--- src/design/wdt_defines.svh ---
// Register address, field positions, reset values and counts of the watchdog.
`ifndef WDT_DEFINES_SVH
`define WDT_DEFINES_SVH

`define WDT_CTRL_ADDR 8'hC0
`define WDT_CTRL_RESET 8'h10
`define WDT_BIT_PRE_LSB 4
`define WDT_BIT_IRQ_SEL 3
`define WDT_BIT_STATUS 2
`define WDT_BIT_ENABLE 1
`define WDT_BIT_UNLOCK 0
`define WDT_CNT_WIDTH 16
`define WDT_RC_BASE_PERIODS 17'h00200
`define WDT_RC_FREQ_HZ 32000
`define WDT_PRE_LAST_TIMED 4'h7
`define WDT_PRE_IMMEDIATE 4'h8

`endif

--- src/design/wdt_pkg.sv ---
// Types shared by the watchdog timer unit.
`include "wdt_defines.svh"

package wdt_pkg;

    typedef struct packed {
        logic [3:0] timeout_select_field;
        logic irq_response_select;
        logic timeout_status_flag;
        logic watchdog_enable_bit;
        logic write_unlock_bit;
    } wdt_ctrl_type;

    typedef struct packed {
        logic byte_wr;
        logic bit_wr;
        logic [7:0] addr;
        logic [7:0] wdata;
        logic bit_val;
    } wdt_sfr_req_type;

    typedef struct packed {
        wdt_ctrl_type ctrl;
        logic [`WDT_CNT_WIDTH-1:0] count;
        logic [2:0] rc_sync;
        logic [7:0] rdata;
        logic irq_req;
        logic sys_reset;
    } wdt_state_type;

endpackage

--- src/design/wdt_unit.sv ---
// Watchdog timer unit with its write-protected control register.
`timescale 1ns/1ns
`include "wdt_defines.svh"

// What this block does
// - Disabled watchdog does nothing at all.
// - Missed refresh raises reset or interrupt.
// - Sixteen-bit counter on 32 kHz oscillator.
// - Control writes ignored unless first unlocked.
// - Timeout is 512 times two to code.
// - Response bit turns reset into interrupt, except for the immediate code.
// - Interrupt is fixed priority, never masked.
// - Interrupt mode works as periodic timer.
// - Every timeout sets the status flag.
// - Status cleared by zero write, hardware reset.
// - Writing enable one restarts the interval.
// - Enable cleared by zero, resets, supply alarm.
module wdt_unit (
    // Clock and reset
    input wire logic core_clk,
    input wire logic reset,
    // Free-running oscillator pin
    input wire logic rc_osc_clk,
    // Special function register access from the core
    input wire wdt_pkg::wdt_sfr_req_type sfr_req,
    output logic [7:0] sfr_rdata,
    // Interrupt and reset requests
    input wire logic irq_ack,
    input wire logic supply_monitor_irq,
    output logic wd_irq_req,
    output logic wd_system_reset,
    output logic timeout_status_flag
);

    wdt_pkg::wdt_state_type state;
    wdt_pkg::wdt_state_type next_state;

    function automatic logic [`WDT_CNT_WIDTH-1:0] wdt_terminal(
        input logic [3:0] code
    );
        logic [16:0] span;
        span = `WDT_RC_BASE_PERIODS << code[2:0];
        return span[`WDT_CNT_WIDTH-1:0] - 16'h0001;
    endfunction

    function automatic logic [7:0] wdt_pack(
        input wdt_pkg::wdt_ctrl_type c
    );
        return {c.timeout_select_field, c.irq_response_select,
            c.timeout_status_flag, c.watchdog_enable_bit,
            c.write_unlock_bit};
    endfunction

    function automatic wdt_pkg::wdt_ctrl_type wdt_reset_ctrl(
        input logic keep_status
    );
        wdt_pkg::wdt_ctrl_type c;
        c = `WDT_CTRL_RESET;
        c.timeout_status_flag = keep_status;
        return c;
    endfunction

    logic ctrl_hit;
    logic set_unlock;
    logic any_write;
    logic write_ok;
    logic [7:0] mask;
    logic [7:0] data;
    logic rc_tick;
    logic timed_code;
    logic expire;
    logic restart;

    always_comb begin
        next_state = state;
        // The first stage only feeds the second to settle metastability.
        next_state.rc_sync = {state.rc_sync[1:0], rc_osc_clk};
        rc_tick = state.rc_sync[1] & ~state.rc_sync[2];
        ctrl_hit = 1'b0;
        mask = 8'h00;
        data = 8'h00;
        if (sfr_req.byte_wr && sfr_req.addr == `WDT_CTRL_ADDR) begin
            ctrl_hit = 1'b1;
            mask = 8'hFF;
            data = sfr_req.wdata;
        end
        // Bit addresses of the control byte share its upper five bits.
        if (sfr_req.bit_wr
            && sfr_req.addr[7:3] == 5'(`WDT_CTRL_ADDR >> 3)) begin
            ctrl_hit = 1'b1;
            mask = 8'h01 << sfr_req.addr[2:0];
            data = {8{sfr_req.bit_val}};
        end
        // Only a bit set of the unlock bit opens the register.
        set_unlock = sfr_req.bit_wr && sfr_req.bit_val
            && sfr_req.addr == (`WDT_CTRL_ADDR | 8'h00);
        any_write = sfr_req.byte_wr || sfr_req.bit_wr;
        write_ok = ctrl_hit && !set_unlock
            && state.ctrl.write_unlock_bit;
        restart = 1'b0;
        if (set_unlock) begin
            next_state.ctrl.write_unlock_bit = 1'b1;
        end else if (any_write) begin
            next_state.ctrl.write_unlock_bit = 1'b0;
        end
        if (write_ok) begin
            for (int i = 0; i < 4; i++) begin
                if (mask[`WDT_BIT_PRE_LSB + i]) begin
                    next_state.ctrl.timeout_select_field[i] =
                        data[`WDT_BIT_PRE_LSB + i];
                end
            end
            if (mask[`WDT_BIT_IRQ_SEL]) begin
                next_state.ctrl.irq_response_select =
                    data[`WDT_BIT_IRQ_SEL];
            end
            if (mask[`WDT_BIT_STATUS] && !data[`WDT_BIT_STATUS]) begin
                next_state.ctrl.timeout_status_flag = 1'b0;
            end
            if (mask[`WDT_BIT_ENABLE]) begin
                next_state.ctrl.watchdog_enable_bit =
                    data[`WDT_BIT_ENABLE];
                restart = data[`WDT_BIT_ENABLE];
            end
        end
        // Reserved codes above the immediate one never expire.
        timed_code = state.ctrl.timeout_select_field
            <= `WDT_PRE_LAST_TIMED;
        expire = 1'b0;
        if (!state.ctrl.watchdog_enable_bit) begin
            next_state.count = '0;
        end else if (restart) begin
            next_state.count = '0;
        end else if (state.ctrl.timeout_select_field
            == `WDT_PRE_IMMEDIATE) begin
            expire = 1'b1;
        end else if (timed_code && rc_tick) begin
            if (state.count
                == wdt_terminal(state.ctrl.timeout_select_field)) begin
                expire = 1'b1;
                next_state.count = '0;
            end else begin
                next_state.count = state.count + 16'h0001;
            end
        end
        if (supply_monitor_irq) begin
            next_state.ctrl.watchdog_enable_bit = 1'b0;
        end
        if (irq_ack) begin
            next_state.irq_req = 1'b0;
        end
        next_state.sys_reset = 1'b0;
        if (expire) begin
            // The timeout wins over a same-cycle software clear.
            next_state.ctrl.timeout_status_flag = 1'b1;
            if (state.ctrl.irq_response_select
                && state.ctrl.timeout_select_field
                != `WDT_PRE_IMMEDIATE) begin
                next_state.irq_req = 1'b1;
            end else begin
                next_state.sys_reset = 1'b1;
                next_state.ctrl = wdt_reset_ctrl(1'b1);
                next_state.count = '0;
                next_state.irq_req = 1'b0;
            end
        end
        next_state.rdata = 8'h00;
        if (sfr_req.addr == `WDT_CTRL_ADDR) begin
            next_state.rdata = wdt_pack(state.ctrl);
        end
    end

    always_ff @(posedge core_clk or posedge reset) begin
        if (reset) begin
            state <= '{ctrl: `WDT_CTRL_RESET, count: '0, rc_sync: 3'h0,
                rdata: 8'h00, irq_req: 1'b0, sys_reset: 1'b0};
        end else begin
            state <= next_state;
        end
    end

    // No global enable gates this request; the core must take it.
    assign wd_irq_req = state.irq_req;
    assign wd_system_reset = state.sys_reset;
    assign sfr_rdata = state.rdata;
    assign timeout_status_flag = state.ctrl.timeout_status_flag;

endmodule

--- config.mk ---
export PLATFORM = sky130hd
export DESIGN_NAME = wdt_unit
export DESIGN_NICKNAME = d
export VERILOG_FILES = /design/src/design/wdt_pkg.sv /design/src/design/wdt_unit.sv
export VERILOG_INCLUDE_DIRS = /design/src /design/src/design
export SDC_FILE = /design/constraint.sdc
export NUM_CORES = 1
export LEC_CHECK = 0
export BUFFER_PORTS_ARGS = -buffer_cell sky130_fd_sc_hd__buf_2
export CAP_MARGIN = 20
export CORE_ASPECT_RATIO = 0.5
export CORE_UTILIZATION = 50
export DETAILED_ROUTE_END_ITERATION = 7
export GPL_TIMING_DRIVEN = 0
export MAX_ROUTING_LAYER = met4
export PLACE_DENSITY = 0.74
export SKIP_LAST_GASP = 1
export SLEW_MARGIN = 20
export SYNTH_ARGS = -nofsm -noshare
export SYNTH_HDL_FRONTEND = slang
export SYNTH_SLANG_ARGS = --single-unit
--- constraint.sdc ---
create_clock -name core_clk -period 2.6 [get_ports core_clk]
set_clock_uncertainty 0.1 [all_clocks]
set_input_delay 0.65 -clock core_clk [delete_from_list [all_inputs] [get_ports core_clk]]
set_output_delay 0.65 -clock core_clk [all_outputs]
set_load 0.01 [all_outputs]
==> impl_metrics.tcl, run 1 <==
set metrics [dict create \
    critPathMostFrequentCell "buf_6" \
    end_kind "register" \
    synth_edf_count 0 \
    antenna_found_initial 0 \
    worst_hold_slack_ps 288 \
    drt_iter0_drc 97 \
    synth.most_common_cell "dfrtp_1" \
    synthMuxAreaShare_pct 0.946 \
    combPwrFrac_pct 5.8 \
    finalCritPeriodShare_pct 102 \
    max_freq_mhz 376 \
    fillers 273 \
    cp_num_buf_inv 4 \
    regToRegSetupSlack_ps -60 \
    io_buffers 32 \
    die_w_um 96.8 \
    avgSynthCellArea_um2 9.53 \
    synth-simple-area-share_pct 29.7 \
    critPathTopFamily "simple AND/OR/NAND/NOR gates" \
    gp_congestion 0.871 \
    vdd_drop_max_mv 0.226 \
    cts_buffer_depth 2 \
    critPathKind "reg -> reg" \
    clk_latency_ps 290 \
    critPathRequiredTime_ps 2680 \
    crit_path_start_kind "register" \
    async_reset_ff_share_pct 100 \
    grt_max_degree 38 \
    final_nets 316 \
    clk_pin_slew_ps 70 \
    grt_pass1_wl_mm 8.87 \
    cts_hold_buf 0 \
    tritoncts "yes" \
    wl_per_cell_um 16.1 \
    grt-busiest-layer "met2" \
    relSlewSlack_pct 49.8 \
    setup_violations 14 \
    start_util_pct 54.8 \
    placedInstanceArea_um2 2490 \
    syn-num-nets 262 \
    rows 16 \
    synthTopCellsByArea "dfrtp_1 (40%), xor2_1 (4.7%), nand4_1 (3.6%)" \
    synth_compound_area_share_pct 13.0 \
    synth-main-ff-cell "dfrtp_1" \
    reg2reg_depth 12 \
    status "complete, but fails checks" \
    grt_use_met1_pct 31.8 \
    dieArea_um2 4790 \
    synth_cells 236 \
    vias 1996 \
    violations "setup timing" \
    drc 0 \
    core_area_um2 4100 \
    power_density_nw_per_um2 374 \
    ys_seq_area_share_pct 41.2 \
    final.min_clock_period_ps 2660 \
    rsz0062_at_grt "yes" \
    intPower_uw 840 \
    cts_buffers 5 \
    antenna_left 0 \
    vias_per_cell 5.79 \
    p_switching_uw 243 \
    yosys.area.top_type "dfrtp_1" \
    final_cells 345 \
    crit_fanout 7 \
    die_y_um 49.4 \
    firstDrtPassIters 4 \
    min_path_cells 0 \
    cts-root-buf "clkbuf_8" \
    layout_setup_ws_ps -62.8 \
    fin_util_pct 70.5 \
    design_area_um2 2900 \
    met2_usage_pct 38.1 \
    clockPowerShare_pct 40.8 \
    ios 35 \
    cts.sinks 37 \
    yosysUniqueCellTypes 57 \
    drv_cap 0 \
    track_usage_pct 24.5 \
    ys_ff_latch 37 \
    dpl.hpwl_mm 3.45 \
    gr-total-overflow 0 \
    area_growth_pct 28.8 \
    crit_arrival_ps 2750 \
    slowest_stage "dfstp_2" \
    cts_max_level 2 \
    synth_common_cells "dfrtp_1 (36), nand2_1 (20), nor2_1 (20), nand4_1 (13)" \
    grt_pass1_vias 1885 \
    power_frac_seq_pct 53.5 \
    synth_top_family_by_area "simple AND/OR/NAND/NOR gates" \
    dp_slack_ps -441 \
    worst_pin_slew_ps 749 \
    switching_share_pct 22.5 \
    placed_cells 322 \
    synthAdderAreaFrac_pct 1.11 \
    crit_cells 12 \
    synth_top_area_share_pct 40.1 \
    p_leak_nw 1.26 \
    synth_xor_xnor_area_share_pct 7.40 \
    critPathMaxStageDelay_ps 570 \
    min_path_type "reg -> reg" \
    met3_usage_pct 4.87 \
    drv_slew 0 \
    yosys_warnings 0 \
    finalHoldViolations 0 \
    cp_cell_sequence "buf_6 -> nor3_4 -> inv_2 -> ha_4 -> or4bb_4 -> o311ai_4 -> and4_1 -> nand4_1 -> buf_6 -> nand2b_4 -> clkbuf_16 -> nor2_2" \
    n_antenna_cell 0 \
    routed_wl_mm 5.55 \
    drive_gt1_share_pct 37.5 \
    netlist_area_um2 2250 \
]
## power groups by stage
| stage | registers (mW) | logic (mW) | clock network, mW |
|---|---|---|---|
| after floorplan | 0.590 | 0.0322 | 0 |
| after global placement | 0.590 | 0.0601 | 0 |
| after detailed placement | 0.590 | 0.0619 | 0 |
| after CTS | 0.579 | 0.0621 | 0.449 |
| after global routing | 0.579 | 0.0701 | 0.487 |
| final | 0.579 | 0.0623 | 0.442 |
## flip-flops by register name, indices dropped and copies added (netlist names)
signal	count
state	24
sfr_rdata	8
next_state	2
timeout_status_flag	1
wd_irq_req	1
wd_system_reset	1
## through the flow
| step | setup TNS [ps] | power, mW |
|---|---|---|
| floorplan | 0 | 0.622 |
| global placement | -6220 | 0.650 |
| detailed placement | -6560 | 0.652 |
| CTS | -27.6 | 1.09 |
| global route | -1860 | 1.14 |
| finish | -485 | 1.08 |
## cell type report
class                   instances  area [µm²]  share of cell area (%)
plain buffers                  15         138                    4.75
clock buffers                   7        96.3                    3.33
clock inverters                 1        5.00                   0.173
inverters                       6        22.5                   0.778
multi-input cells             177        1330                    46.1
flip-flops and latches         37         927                    32.0
well taps                      54        67.6                    2.33
repair buffers                 48         305                    10.5
## cells in the final DEF, fill, tap and decap left out, types with 7 or more instances in the layout
master    count
nor2_4        8
nor2_1       19
nand2_1      19
and2_1       11
dfrtp_1      36
clkbuf_8      7
xor2_1       12
buf_4        22
nand4_1      13
buf_2        32
a21oi_1      11
nand3_1       8
o21ai_0       7
## layer usage
metal	share of wire [%]	vias to the layer above	wire length, µm
met3	5.9	11	325
met4	1.4	0	76
met5	0	-	0
li1	-	930	-
met1	43	977	2400
met2	50	78	2750
## final timing paths
check | start | endpoint
worst max-delay path | state[33]$_DFF_PP1_ | state[18]$_DFF_PP0_
worst min-delay path | next_state[11]$_DFF_PP0_ | next_state[12]$_DFF_PP0_
worst max register to register | state[33]$_DFF_PP1_ | state[18]$_DFF_PP0_
worst min register to register | next_state[11]$_DFF_PP0_ | next_state[12]$_DFF_PP0_
max in group asynchronous | reset | state[23]$_DFF_PP0_
min in group asynchronous | reset | state[29]$_DFF_PP0_
## repair_timing
| item | in CTS | in global routing |
|---|---|---|
| pin swaps | 10 | 21 |
| gates resized for setup | 17 | 24 |
| buffers inserted | 11 | 4 |
| setup endpoints to repair | 24 | 22 |
| cloned | 0 | 1 |
## cell families after synthesis
family / Yosys count
xor gates and xnor gates: 19
AOI/OAI and AO/OA: 39
muxes: 2
adders and majority gates: 2
buffers and inverters: 22
DFF: 37
and+or+nand+nor: 115
Power figures use the tool's default switching activity.
==> run 2, diff against run 1 <==
--- a/config.mk
+++ b/config.mk
@@ -13,7 +13,7 @@
 export DETAILED_ROUTE_END_ITERATION = 7
 export GPL_TIMING_DRIVEN = 0
 export MAX_ROUTING_LAYER = met4
-export PLACE_DENSITY = 0.74
+export PLACE_DENSITY = 0.72
 export SKIP_LAST_GASP = 1
 export SLEW_MARGIN = 20
 export SYNTH_ARGS = -nofsm -noshare
==> constraint.sdc (replaced) <==
create_clock -name core_clk -period 2.9 [get_ports core_clk]
set_clock_uncertainty 0.1 [all_clocks]
set_input_delay 0.725 -clock core_clk [delete_from_list [all_inputs] [get_ports core_clk]]
set_output_delay 0.725 -clock core_clk [all_outputs]
set_load 0.01 [all_outputs]
==> impl_metrics.tcl, run 2 (synthesis results as in run 1) <==
set metrics [dict create \
    finalHoldViolations 0 \
    seq_area_um2 927 \
    tritoncts "yes" \
    dieArea_um2 4790 \
    cp-startpoint "state[33]$_DFF_PP1_" \
    gp_congestion 0.879 \
    die_w_um 96.8 \
    end_kind "register" \
    largest_reg_flops 24 \
    track_usage_pct 22.1 \
    die_y_um 49.4 \
    drv_slew 0 \
    vdd_drop_max_mv 0.213 \
    hp-start "next_state[11]$_DFF_PP0_" \
    clk_latency_ps 280 \
    crit_arrival_ps 2870 \
    crit_path_start_kind "register" \
    wl_per_cell_um 14.4 \
    power_density_nw_per_um2 363 \
    fillers 348 \
    grt_pass1_wl_mm 8.16 \
    vias_per_cell 5.62 \
    antenna_found_initial 0 \
    relSlewSlack_pct 49.8 \
    core_area_um2 4100 \
    min_path_type "reg -> reg" \
    area_growth_pct 18.1 \
    cts.sinks 37 \
    setup_violations 0 \
    cts_max_level 2 \
    final_common_cell "dfrtp_1" \
    io_buffers 32 \
    drt_iter0_drc 98 \
    ios 35 \
    grt_max_degree 38 \
    critPathKind "reg -> reg" \
    finalCritPeriodShare_pct 96.9 \
    critPathRequiredTime_ps 2960 \
    dpl.hpwl_mm 3.57 \
    cts_buffers 5 \
    gr-total-overflow 0 \
    cts_hold_buf 0 \
    r2r_start "state[33]$_DFF_PP1_" \
    vias 1871 \
    start_util_pct 54.8 \
    final_nets 304 \
    status "complete, no violations" \
    drive_gt1_share_pct 30.5 \
    final.min_clock_period_ps 2810 \
    p_leak_nw 1.17 \
    grt_pass1_vias 1786 \
    final_cells 333 \
    setup_tns_ps 0 \
    rows 16 \
    cts-root-buf "clkbuf_8" \
    placed_cells 322 \
    regMostFlops "state" \
    drv_cap 0 \
    final_cell_mix "dfrtp_1 (36), buf_2 (33), nand2_1 (20), nor2_1 (20), nand4_1 (13)" \
    max_freq_mhz 356 \
    n_antenna_cell 0 \
    crit_fanout 10 \
    firstDrtPassIters 4 \
    worst_pin_slew_ps 752 \
    cts_buffer_depth 2 \
    regToRegSetupSlack_ps 90 \
    worst_hold_slack_ps 260 \
    routed_wl_mm 4.79 \
    multiInputGateArea_um2 1220 \
    antenna_left 0 \
    clk_pin_slew_ps 70 \
    drc 0 \
]
[run 2: cell types whose count changed in the layout (fill, tap and decap cells not counted), sizes merged]
cell,previous run,this run
buf,61,49
[run 2: per-layer routing]
layer / up-vias / global-route usage (%) / part of all wire [%]
met5: - / - / 0
met4: 0 / 4.98 / 0.92
met3: 6 / 4.44 / 4.6
met2: 52 / 36.5 / 48
met1: 900 / 28.3 / 47
li1: 913 / - / -
[run 2: where the power goes]
group	leakage, nW	internal, mW	switching (mW)	total (mW)
Combinational	0.605	0.0200	0.0358	0.0559
Clock	0.0542	0.215	0.175	0.390
Sequential	0.507	0.518	0.00119	0.519
Total	1.17	0.753	0.212	0.965
[run 2: metrics by stage]
stage | setup WS, ps | cell area (µm²) | util (%) | power, mW
after floorplan | 189 | 2250 | - | 0.558
after global placement | -372 | 2480 | 60.3 | 0.583
after detailed placement | -378 | 2480 | 60.3 | 0.585
after CTS | 6.36 | 2620 | 63.7 | 0.971
after global routing | -10.1 | 2660 | 64.7 | 1.01
final | 90.3 | 2660 | 64.7 | 0.965
[run 2: area by class of cell]
type                    count  area share, %
plain buffers              16           5.18
inverters                   6          0.848
multi-input cells         177           45.8
flip-flops and latches     37           34.9
repair buffers             35           6.88
well taps                  54           2.54
clock buffers               7           3.63
clock inverters             1          0.189
[run 2: worst max-delay path, cell delays in order, from the launching register on]
cell	delay, ps
dfstp_2	540
buf_6	140
nor3_4	50
inv_1	60
ha_1	130
clkbuf_4	170
or4bb_4	550
o311ai_4	110
and4_1	240
nand4_1	110
buf_4	190
a21oi_2	190
o22ai_1	110
[run 2: what timing repair did]
action                                 4_1_cts  5_1_grt
resized for setup                            4        9
buffers inserted                             2        1
setup endpoints to repair                   21       20
pin swaps                                    2        2
endpoints found under the hold margin        0        0
[run 2: final timing paths]
check,end,depth (start not counted)
setup reg to reg,wd_irq_req$_DFFE_PP0P_,12
setup / recovery,wd_irq_req$_DFFE_PP0P_,12
hold / removal,next_state[12]$_DFF_PP0_,0
hold reg to reg,next_state[12]$_DFF_PP0_,0
max in group asynchronous,state[19]$_DFF_PP0_,2
min in group asynchronous,sfr_rdata[1]$_DFF_PP0_,2
==> run 3, diff against run 2 <==
--- a/config.mk
+++ b/config.mk
@@ -9,11 +9,13 @@
 export BUFFER_PORTS_ARGS = -buffer_cell sky130_fd_sc_hd__buf_2
 export CAP_MARGIN = 20
 export CORE_ASPECT_RATIO = 0.5
-export CORE_UTILIZATION = 50
+export CORE_MARGIN = 2
+export CORE_UTILIZATION = 55
 export DETAILED_ROUTE_END_ITERATION = 7
 export GPL_TIMING_DRIVEN = 0
 export MAX_ROUTING_LAYER = met4
-export PLACE_DENSITY = 0.72
+export PLACE_DENSITY = 0.78
+export REMOVE_ABC_BUFFERS = 1
 export SKIP_LAST_GASP = 1
 export SLEW_MARGIN = 20
 export SYNTH_ARGS = -nofsm -noshare
==> impl_metrics.tcl, run 3 (synthesis results as in run 1) <==
set metrics [dict create \
    final.min_clock_period_ps 2760 \
    finalHoldViolations 0 \
    p_leak_nw 1.07 \
    dieArea_um2 4650 \
    hp-start "next_state[11]$_DFF_PP0_" \
    min_path_cells 0 \
    drv_slew 0 \
    cts_buffer_depth 2 \
    track_usage_pct 22.2 \
    setup_violations 0 \
    vias 1805 \
    end_kind "register" \
    cts-root-buf "clkbuf_8" \
    final_cell_mix "dfrtp_1 (35), buf_2 (33), nand2_1 (20), nor2_1 (20), nand4_1 (13)" \
    r2r_start "state[33]$_DFF_PP1_" \
    grt_max_degree 38 \
    grt_pass1_vias 1800 \
    start_util_pct 57.6 \
    cts_buffers 5 \
    vias_per_cell 5.66 \
    core_area_um2 3900 \
    fin_util_pct 64.4 \
    critPathRequiredTime_ps 2970 \
    fillers 328 \
    drive_gt1_share_pct 27.2 \
    final_common_cell "dfrtp_1" \
    regMostFlops "state" \
    timing.rr.end "wd_irq_req$_DFFE_PP0P_" \
    ios 35 \
    crit_arrival_ps 2830 \
    placed_cells 307 \
    cts.sinks 37 \
    cts_hold_buf 0 \
    dpl.hpwl_mm 3.22 \
    grt_pass1_wl_mm 7.89 \
    critPathKind "reg -> reg" \
    reg2reg_depth 10 \
    n_antenna_cell 0 \
    drc 0 \
    rows 16 \
    die_y_um 49.2 \
    finalCritPeriodShare_pct 95.2 \
    clk_pin_slew_ps 70 \
    wl_per_cell_um 14.4 \
    status "complete, no violations" \
    relSlewSlack_pct 48.0 \
    worst_pin_slew_ps 778 \
    antenna_left 0 \
    die_w_um 94.4 \
    worst_hold_slack_ps 254 \
    area_growth_pct 11.8 \
    max_freq_mhz 362 \
    drt_iter0_drc 79 \
    cts_max_level 2 \
    clk_latency_ps 280 \
    tritoncts "yes" \
    design_area_um2 2510 \
    crit_path_start_kind "register" \
    routed_wl_mm 4.58 \
    vdd_drop_max_mv 0.214 \
    gp_congestion 0.863 \
    largest_reg_flops 24 \
    holdPathEnd "next_state[12]$_DFF_PP0_" \
    regToRegSetupSlack_ps 140 \
    final_nets 291 \
    antenna_found_initial 0 \
    rsz0062_at_grt "no" \
    io_buffers 33 \
    crit_fanout 10 \
    placedInstanceArea_um2 2350 \
    min_path_type "reg -> reg" \
    setup_tns_ps 0 \
    final_cells 319 \
    gr-total-overflow 0 \
    power_density_nw_per_um2 369 \
    drv_cap 0 \
    firstDrtPassIters 4 \
]
run 3: changes by cell type in the layout (fill, tap and decap cells not counted), sizes merged:
| cell | before | now |
|---|---|---|
| buf | 49 | 37 |
| nand2b | 6 | 7 |
| clkbuf | 9 | 7 |
| clkinv | 1 | 0 |
run 3: worst max-delay path by stage:
| stage | to | from | cells past startpoint |
|---|---|---|---|
| floorplan | wd_irq_req$_DFFE_PP0P_ | state[35]$_DFF_PP0_ | 9 |
| global placement | wd_irq_req$_DFFE_PP0P_ | state[35]$_DFF_PP0_ | 9 |
| detailed placement | wd_irq_req$_DFFE_PP0P_ | state[35]$_DFF_PP0_ | 9 |
| CTS | state[34]$_DFF_PP0_ | state[35]$_DFF_PP0_ | 9 |
| global route | state[34]$_DFF_PP0_ | state[33]$_DFF_PP1_ | 9 |
| finish | wd_irq_req$_DFFE_PP0P_ | state[33]$_DFF_PP1_ | 10 |
run 3: cell type report:
type	instances	area (µm²)	share of cell area (%)
Timing Repair Buffer	37	195	7.77
Sequential cell	37	928	36.9
Tap cell	54	67.6	2.69
Inverter	6	22.5	0.896
Multi-Input combinational cell	178	1210	48.3
Clock buffer	7	86.3	3.43
run 3: worst max-delay path, stage by stage (launching register included):
cell      delay, ps
dfstp_2         650
nor3_4           80
inv_1            70
ha_2            260
or4bb_1         520
o311ai_2        130
and4_1          250
nand4_1         110
buf_4           190
a21oi_2         170
o22ai_1         100
run 3: timing repair:
| item | 4_1_cts | 5_1_grt |
|---|---|---|
| endpoints found under the hold margin | 0 | 0 |
| pin swaps | 1 | 1 |
| setup endpoints to repair | 21 | 20 |
| buffers inserted | 2 | 2 |
| gates cloned | 1 | 0 |
| resized for setup | 3 | 4 |
run 3: per-layer routing:
layer | vias to the layer above | GRT usage (%) | wire length [µm]
li1 | 884 | - | -
met1 | 864 | 29.0 | 2200
met2 | 52 | 35.4 | 2080
met3 | 5 | 5.41 | 273
met4 | 0 | 5.07 | 31
met5 | - | - | 0
run 3: where the power goes:
group          internal [mW]  switching (mW)  leakage (nW)
clock network          0.188           0.166        0.0443
logic                 0.0189          0.0353         0.524
registers              0.518         0.00105         0.505
run 3: per-stage QoR:
step,worst slack (ps),power [mW]
6_report,139,0.928
5_1_grt,10.5,0.971
4_1_cts,19.0,0.937
3_5_place_dp,-240,0.583
3_3_place_gp,-202,0.581
2_1_floorplan,282,0.554
